## src/inc/acg_pkg.sv

```systemverilog
// Constants, types and helpers for the access code generator.
// Assumes a single 10 MHz system clock domain; no software registers.
package acg_pkg;

  localparam int ADDR_W = 24;
  localparam int INFO_W = 30;
  localparam int PAR_W  = 34;
  localparam int SYNC_W = 64;
  localparam int CODE_W = 72;

  // Extension bits, written from position 24 upward: 001101 and 110010
  localparam logic [5:0]  BARKER_EXT0 = 6'h2C;
  localparam logic [5:0]  BARKER_EXT1 = 6'h13;
  // DC-free nibbles, position 0 in bit 0: 0101 and 1010
  localparam logic [3:0]  DCFREE0 = 4'hA;
  localparam logic [3:0]  DCFREE1 = 4'h5;
  // Octal 260534236651, top coefficient in bit 34
  localparam logic [34:0] GEN_POLY = 35'h5_8571_3DA9;

  // Overlay as printed; bit 63 of the literal is overlay bit 0
  localparam logic [63:0] OVL_PRINTED  = 64'h3F2A_33DD_69B1_21C1;
  // Shift-register output as printed, first bit out in bit 63
  localparam logic [63:0] LFSR_PRINTED = 64'h8384_8D96_BBCC_54FC;
  localparam logic [5:0]  LFSR_SEED    = 6'h01;
  localparam logic [5:0]  LFSR_LAST    = 6'd62;

  localparam logic [23:0] INQ_FIRST   = 24'h9E_8B00;
  localparam logic [23:0] INQ_LAST    = 24'h9E_8B3F;
  localparam logic [23:0] INQ_GENERAL = 24'h9E_8B33;

  localparam logic [6:0]  DIV_LAST = 7'd29;
  localparam logic [6:0]  SER_LAST = 7'd71;

  typedef enum logic [2:0] {
    ACG_WAIT_OV = 3'b000,
    ACG_IDLE    = 3'b001,
    ACG_DIVIDE  = 3'b010,
    ACG_FINISH  = 3'b011,
    ACG_SERIAL  = 3'b100
  } acg_fsm_e;

  typedef struct packed {
    logic [CODE_W-1:0] code;
    logic              reserved;
    logic              general;
    logic              dedicated;
  } acg_result_s;

  typedef struct packed {
    acg_fsm_e          fsm;
    logic [ADDR_W-1:0] addr;
    logic [INFO_W-1:0] info;
    logic [PAR_W-1:0]  rem;
    logic [6:0]        cnt;
    logic              ser_en;
    logic [CODE_W-1:0] shift;
    acg_result_s       res;
    logic              done;
  } acg_core_s;

  typedef struct packed {
    logic [5:0]  win;
    logic [63:0] vec;
    logic [5:0]  cnt;
    logic        ready;
  } acg_ovl_s;

  function automatic logic [63:0] bit_rev64(input logic [63:0] v);
    logic [63:0] r;
    r = '0;
    for (int i = 0; i < 64; i++) begin
      r[i] = v[63-i];
    end
    return r;
  endfunction

  // Remainder of a 64-bit polynomial divided by the generator
  function automatic logic [PAR_W-1:0] poly_mod64(input logic [63:0] v);
    logic [PAR_W-1:0] r;
    r = '0;
    for (int i = 63; i >= 0; i--) begin
      r = {r[PAR_W-2:0], v[i]} ^ (r[PAR_W-1] ? GEN_POLY[PAR_W-1:0] : '0);
    end
    return r;
  endfunction

endpackage

```

## src/rtl/acg_core.sv

```systemverilog
// Access code generator: lower address part in, 72-bit access code out.
// Assumes a stable address while start is high; one clock domain.
// Function
// - Info word: address plus six extension bits
// - Extension 001101 or 110010 by address MSB
// - Scramble info with overlay bits 34..63
// - Parity is remainder modulo generator polynomial
// - Codeword parity low, info high, overlay all
// - Overlay equals printed hexadecimal sequence
// - Shift register polynomial gives 63 bits, zero
// - Overlay is register output bit reversed
// - Bit 0 is address LSB
// - Preamble by lowest parity bit, DC-free
// - Sync at 4..67, trailer by address MSB
// - Flag reserved inquiry address range
// - Split general and dedicated inquiry addresses
// - Code is 72 bits from address only
`timescale 1ns/1ps
`default_nettype none
module acg_core (
  // Clock and reset
  input  wire logic                     i_sys_clk,
  input  wire logic                     i_resetn,
  // Request
  input  wire logic                     i_start,
  input  wire logic [23:0]              i_addr,
  input  wire logic                     i_ser_en,
  // Answer
  output logic                          o_ready,
  output logic                          o_done,
  output acg_pkg::acg_result_s          o_result,
  // Serial code
  output logic                          o_ser_valid,
  output logic                          o_ser_bit
);

  acg_pkg::acg_core_s s_q;
  acg_pkg::acg_core_s s_d;
  logic [63:0]        ovl_seq;
  logic               ovl_ready;
  logic [63:0]        ovl;

  acg_overlay_gen u_ovl (
    .i_sys_clk (i_sys_clk),
    .i_resetn  (i_resetn),
    .o_seq     (ovl_seq),
    .o_ready   (ovl_ready)
  );

  // Position order: ovl[i] is overlay bit i
  assign ovl = acg_pkg::bit_rev64(ovl_seq);

  always_comb begin
    logic        fb;
    logic [4:0]  idx;
    logic [63:0] sync;
    logic        in_rng;
    fb     = 1'b0;
    idx    = '0;
    sync   = '0;
    in_rng = 1'b0;
    s_d      = s_q;
    s_d.done = 1'b0;
    case (s_q.fsm)
      acg_pkg::ACG_WAIT_OV: begin
        // Codes are refused until the overlay is complete
        if (ovl_ready) begin
          s_d.fsm = acg_pkg::ACG_IDLE;
        end
      end
      acg_pkg::ACG_IDLE: begin
        if (i_start) begin
          s_d.addr   = i_addr;
          // Address LSB sits in info bit 0
          s_d.info   = {(i_addr[23] ? acg_pkg::BARKER_EXT1 : acg_pkg::BARKER_EXT0), i_addr};
          s_d.info   = s_d.info ^ ovl[63:34];
          s_d.rem    = '0;
          s_d.cnt    = '0;
          s_d.ser_en = i_ser_en;
          s_d.fsm    = acg_pkg::ACG_DIVIDE;
        end
      end
      acg_pkg::ACG_DIVIDE: begin
        // Bit-serial division, info MSB first: one bit per cycle saves area
        idx     = 5'(acg_pkg::DIV_LAST - s_q.cnt);
        fb      = s_q.info[idx] ^ s_q.rem[acg_pkg::PAR_W-1];
        s_d.rem = {s_q.rem[acg_pkg::PAR_W-2:0], 1'b0} ^ (fb ? acg_pkg::GEN_POLY[acg_pkg::PAR_W-1:0] : '0);
        if (s_q.cnt == acg_pkg::DIV_LAST) begin
          s_d.fsm = acg_pkg::ACG_FINISH;
        end else begin
          s_d.cnt = s_q.cnt + 7'd1;
        end
      end
      acg_pkg::ACG_FINISH: begin
        sync = {s_q.info, s_q.rem} ^ ovl;
        // Preamble keys on parity bit 0 as it stands in the sync word
        s_d.res.code = {(s_q.addr[23] ? acg_pkg::DCFREE1 : acg_pkg::DCFREE0), sync,
                        (sync[0] ? acg_pkg::DCFREE1 : acg_pkg::DCFREE0)};
        in_rng = (s_q.addr >= acg_pkg::INQ_FIRST) && (s_q.addr <= acg_pkg::INQ_LAST);
        s_d.res.reserved  = in_rng;
        s_d.res.general   = (s_q.addr == acg_pkg::INQ_GENERAL);
        s_d.res.dedicated = in_rng && (s_q.addr != acg_pkg::INQ_GENERAL);
        s_d.done  = 1'b1;
        s_d.shift = s_d.res.code;
        s_d.cnt   = '0;
        s_d.fsm   = s_q.ser_en ? acg_pkg::ACG_SERIAL : acg_pkg::ACG_IDLE;
      end
      acg_pkg::ACG_SERIAL: begin
        s_d.shift = {1'b0, s_q.shift[acg_pkg::CODE_W-1:1]};
        if (s_q.cnt == acg_pkg::SER_LAST) begin
          s_d.fsm = acg_pkg::ACG_IDLE;
        end else begin
          s_d.cnt = s_q.cnt + 7'd1;
        end
      end
      default: begin
        s_d.fsm = acg_pkg::ACG_WAIT_OV;
      end
    endcase
  end

  always_ff @(posedge i_sys_clk or negedge i_resetn) begin
    if (!i_resetn) begin
      s_q <= '{fsm: acg_pkg::ACG_WAIT_OV, default: '0};
    end else begin
      s_q <= s_d;
    end
  end

  assign o_ready     = (s_q.fsm == acg_pkg::ACG_IDLE);
  assign o_done      = s_q.done;
  assign o_result    = s_q.res;
  assign o_ser_valid = (s_q.fsm == acg_pkg::ACG_SERIAL);
  assign o_ser_bit   = s_q.shift[0];

  logic [6:0] ser_seen_q;
  always_ff @(posedge i_sys_clk or negedge i_resetn) begin
    if (!i_resetn) begin
      ser_seen_q <= '0;
    end else if (o_done) begin
      // Bit 0 goes out in the done cycle, so it counts from here
      ser_seen_q <= {6'd0, o_ser_valid};
    end else if (o_ser_valid) begin
      ser_seen_q <= ser_seen_q + 7'd1;
    end
  end

  // Cycles since the taking edge; done elsewhere is a stray pulse
  localparam logic [5:0] DONE_AT = 6'd32;
  logic [5:0] lat_q;
  always_ff @(posedge i_sys_clk or negedge i_resetn) begin
    if (!i_resetn) begin
      lat_q <= '0;
    end else if (o_ready && i_start) begin
      lat_q <= 6'd1;
    end else if (o_done) begin
      lat_q <= '0;
    end else if (lat_q != 6'd0) begin
      lat_q <= lat_q + 6'd1;
    end
  end
endmodule
`default_nettype wire

```

## src/rtl/acg_overlay_gen.sv

```systemverilog
// Overlay noise sequence generator: six-stage shift register run once after reset.
// Assumes one clock and an asynchronous active-low reset.
`timescale 1ns/1ps
`default_nettype none
module acg_overlay_gen (
  // Clock and reset
  input  wire logic        i_sys_clk,
  input  wire logic        i_resetn,
  // Sequence out, output order kept (bit k is the k-th bit shifted out)
  output logic      [63:0] o_seq,
  output logic             o_ready
);

  acg_pkg::acg_ovl_s s_q;
  acg_pkg::acg_ovl_s s_d;

  always_comb begin
    s_d = s_q;
    if (!s_q.ready) begin
      s_d.vec[s_q.cnt] = s_q.win[0];
      // Recurrence of 1+D+D^3+D^4+D^6; bit 63 stays the appended zero
      s_d.win = {s_q.win[0] ^ s_q.win[2] ^ s_q.win[3] ^ s_q.win[5], s_q.win[5:1]};
      if (s_q.cnt == acg_pkg::LFSR_LAST) begin
        s_d.ready = 1'b1;
      end else begin
        s_d.cnt = s_q.cnt + 6'd1;
      end
    end
  end

  always_ff @(posedge i_sys_clk or negedge i_resetn) begin
    if (!i_resetn) begin
      s_q <= '{win: acg_pkg::LFSR_SEED, vec: '0, cnt: '0, ready: 1'b0};
    end else begin
      s_q <= s_d;
    end
  end

  assign o_seq   = s_q.vec;
  assign o_ready = s_q.ready;
endmodule
`default_nettype wire

```

## config.mk

```make
export PLATFORM = sky130hd
export DESIGN_NAME = acg_core
export DESIGN_NICKNAME = d
export VERILOG_FILES = /design/src/inc/acg_pkg.sv /design/src/rtl/acg_core.sv /design/src/rtl/acg_overlay_gen.sv
export SDC_FILE = /design/constraint.sdc
export NUM_CORES = 1
export LEC_CHECK = 0
export BUFFER_PORTS_ARGS = -buffer_cell sky130_fd_sc_hd__buf_2
export CORE_AREA = 3 3 195 197
export CTS_CLUSTER_SIZE = 8
export DETAILED_ROUTE_END_ITERATION = 12
export DIE_AREA = 0 0 198 200
export GPL_TIMING_DRIVEN = 0
export PLACE_DENSITY = 0.64
export SYNTH_ARGS = -nofsm -noshare
export SYNTH_HDL_FRONTEND = slang
export SYNTH_SLANG_ARGS = --single-unit
```

## constraint.sdc

```tcl
create_clock -name i_sys_clk -period 2.3 [get_ports i_sys_clk]
set_input_delay 0.46 -clock i_sys_clk [delete_from_list [all_inputs] [get_ports i_sys_clk]]
set_output_delay 0.46 -clock i_sys_clk [all_outputs]
set_load 0.01 [all_outputs]
```

==> flow_metrics.py <==
metrics = {
    "worst_setup_path": {
        "critPathCapture": "s_q[169]$_DFFE_PN0P_",
        "critPathLaunchType": "flop",
        "worstPathMaxFanout": 5,
        "path_delay_family": "compound AO/OA/AOI/OAI gates",
        "slowest_stage": "dfrtp_2",
        "crit_type": "flop to flop",
        "cp_num_buf_inv": 4,
        "path_common_cell": "buf_12",
        "crit_chain": "ha_4 -> clkinvlp_4 -> nand3_2 -> o311ai_4 -> o311ai_4 -> o31ai_4 -> buf_12 -> buf_12 -> buf_12 -> xnor2_1 -> o21ai_1",
        "startpoint": "s_q[150]$_DFFE_PN0P_",
        "r2r_slack_ps": -80,
        "crit_cells": 11,
        "critical_path_required_ps": 2690,
        "reg2reg_depth": 11,
        "crit_arrival_ps": 2780,
        "slowest_delay_ps": 460,
        "rr_startpoint": "s_q[150]$_DFFE_PN0P_",
        "endpoint_kind": "flop",
        "rr_endpoint": "s_q[169]$_DFFE_PN0P_",
    },
    "floorplanning": {
        "start_util": 0.398,
        "die_h_um": 200,
        "die_w_um": 198,
        "io-pin-count": 107,
        "row_count": 70,
        "core_area_sq_um": 36400,
        "fp.dieArea_sq_um": 39600,
    },
    "synth": {
        "synth_flop_cell": "dfrtp_1",
        "synthesis.instances": 1322,
        "synth.area.top_cells": "dfrtp_1, xnor2_1, nand2_1",
        "synth_enable_flop_cells": 0,
        "post-synth-top-area-cell": "dfrtp_1",
        "avgSynthCellArea_sq_um": 11.0,
        "synth_fp_nets": 1356,
        "yosysSeqAreaShare": 0.551,
        "synth_top_area_share": 0.549,
        "synth_cell_types": 52,
        "synth_seq_cells": 319,
        "ys_warn_count": 0,
        "postSynth.asyncResetShare": 1.00,
        "syn_area_sq_um": 14500,
    },
    "timing": {
        "maxSlewViolCount": 0,
        "tightest_slew_ps": 1030,
        "skew_ps": 16.8,
        "setup_ws_ps": -84.6,
        "rsz0062_at_grt": "yes",
        "max_slew_margin": 0.308,
        "layout_min_cycle_time_ps": 2380,
        "setup_viol": 14,
        "timing.final.crit_share": 1.04,
        "max_clock_freq_mhz": 419,
        "hold_viol_final": 0,
    },
    "clocking": {
        "cts_made_buffers": 46,
        "cts_sinks": 319,
        "clk_latency_ps": 530,
        "htreeDepth": 2,
        "path_clk_slew_ps": 50,
        "cts_root_buf": "clkbuf_16",
        "cts_tree": "done",
        "cts_buffer_depth": 3,
    },
    "pwr": {
        "peakVddDrop_mv": 0.625,
        "leakagePower_nw": 8.73,
        "power.density_nw_per_um2": 1250,
    },
    "min_path": {
        "hp-start": "i_ser_en",
        "hp-class": "primary input to flop",
    },
    "routing": {
        "wl_met2_um": 17100,
        "wl_per_cell_um": 19.1,
        "via_per_inst": 5.18,
        "drtIter0Drc": 666,
        "drcViolationCount": 0,
        "routed.top_layer": "met4",
        "routed_wl_um": 37800,
        "vias": 10300,
        "wl_met1_um": 17700,
        "ant_nets": 0,
        "wl_met3_um": 2010,
        "drt-pass1-iter-count": 5,
    },
    "layout": {
        "instances_no_fill": 1981,
        "fin_util": 0.480,
        "nFillCells": 3370,
        "final_common_cell": "dfrtp_1",
        "antenna_cells": 0,
        "drive_gt1_frac": 0.262,
        "finalNetCount": 1534,
        "synthToLayoutAreaGrowth_pct": 20.7,
        "mostFrequentLayoutCells": "dfrtp_1, nand2_1, xnor2_1",
    },
    "job": {
        "maxCapViolations": 0,
    },
    "grt": {
        "grt_antenna_before_repair": 0,
        "grt_start_max_net_pins": 116,
        "gr-total-overflow": 0,
        "grtUsageTotal": 0.191,
        "grt_pass1_vias": 10700,
        "grt_pass1_wl_um": 60100,
    },
    "placed_design": {
        "gp_congestion": 0.831,
        "dpl.hpwl_um": 25200,
        "dpl.cell_count": 1898,
        "io_buffer_count": 105,
    },
    "status": {
        "status": "finished with violations",
        "violations": "negative setup slack",
    },
}
-- Yosys cell counts, types with 2 or more instances --
| master | n |
|---|---|
| a21o_1 | 67 |
| a21oi_1 | 6 |
| a221o_1 | 71 |
| and2_1 | 2 |
| and3_1 | 4 |
| buf_1 | 7 |
| buf_4 | 78 |
| buf_6 | 4 |
| clkbuf_1 | 57 |
| dfrtp_1 | 318 |
| ha_1 | 6 |
| inv_1 | 10 |
| mux2_2 | 71 |
| mux2i_1 | 6 |
| mux4_1 | 4 |
| nand2_1 | 220 |
| nand2b_1 | 4 |
| nand3_1 | 10 |
| nand3b_1 | 3 |
| nand4_1 | 5 |
| nor2_1 | 109 |
| nor2b_1 | 4 |
| nor3_1 | 11 |
| nor3b_1 | 3 |
| nor4_1 | 2 |
| o21ai_0 | 64 |
| o21ai_1 | 13 |
| o31ai_1 | 4 |
| or3_1 | 3 |
| xnor2_1 | 127 |
| xor2_1 | 8 |
-- cell type report --
cell class	instances	area, sq um	area share
timing repair buffer	134	880	0.0502
inverter	10	45.0	0.00257
buffer	145	916	0.0523
clock inverter	1	8.76	0.000500
tap	468	586	0.0335
multi-input combinational	844	5820	0.332
clock buffer	60	1270	0.0724
sequential	319	7990	0.456
-- layer usage --
metal,vias to the layer above,global-route usage
li1,4788,-
met5,-,0
met2,274,0.298
met1,5115,0.276
met3,76,0.0329
met4,0,0.0616
-- through the flow --
| step | setup TNS (ps) | cell area, sq um | hold WS, ps | setup WS, ps | power [mW] |
|---|---|---|---|---|---|
| floorplan | 0 | 14500 | 164 | 162 | 12.8 |
| global placement | -1795420 | 15600 | 456 | -5320 | 14.5 |
| detailed placement | -87650 | 15700 | 459 | -862 | 14.7 |
| CTS | -1160 | 17300 | 137 | -124 | 21.5 |
| global route | -2090 | 17500 | 165 | -141 | 23.2 |
| finish | -839 | 17500 | 144 | -84.6 | 21.9 |
-- logic make-up (layout without fill, tap and decap cells) --
| group | after synthesis | after routing | synth area share |
|---|---|---|---|
| buffers and inverters | 159 | 350 | 0.0650 |
| DFF | 319 | 319 | 0.551 |
| xor gates and xnor gates | 135 | 135 | 0.0816 |
| adders and majority gates | 6 | 6 | 0.00518 |
| muxes | 82 | 82 | 0.0681 |
| and+or+nand+nor | 384 | 384 | 0.108 |
| AOI/OAI and AO/OA | 237 | 237 | 0.121 |
-- tightest hold or removal path, cell delays in order --
cell and delay, ps:
buf_2 90, nand2_1 40, nand2_1 50
-- power by group --
group	total (mW)	leakage [nW]	switching [mW]	internal [mW]
combinational	7.10	3.88	3.04	4.06
clock	6.12	0.621	2.35	3.77
sequential	8.71	4.23	1.34	7.37
total	21.9	8.73	6.73	15.2
-- timing repair --
item                                    4_1_cts  5_1_grt
endpoints found under the setup margin      225      229
buffers inserted                             13       11
hold endpoints to repair                      1        0
hold buffers                                  1        0
resized for setup                            49       39
pin swaps                                     4       17
cloned                                        1        0
-- sequential cells by signal, indices dropped and copies added (netlist names) --
name	flops
o_done	1
o_result	70
o_ser_bit	1
s_q	170
u_ovl.o_ready	1
u_ovl.o_seq	64
u_ovl.s_q	12
-- worst min-delay path by stage --
| stage | to | slack, ps | cells after the start |
|---|---|---|---|
| global placement | o_result[2]$_DFFE_PN0P_ | 460 | 2 |
| global route | s_q[148]$_DFFE_PN0P_ | 160 | 3 |
| finish | s_q[148]$_DFFE_PN0P_ | 140 | 3 |
| CTS | s_q[148]$_DFFE_PN0P_ | 140 | 3 |
| floorplan | o_done$_DFF_PN0_ | 160 | 0 |
| detailed placement | u_ovl.s_q[76]$_DFFE_PN0N_ | 460 | 1 |
Note: power is estimated with default switching activity, not from simulation.
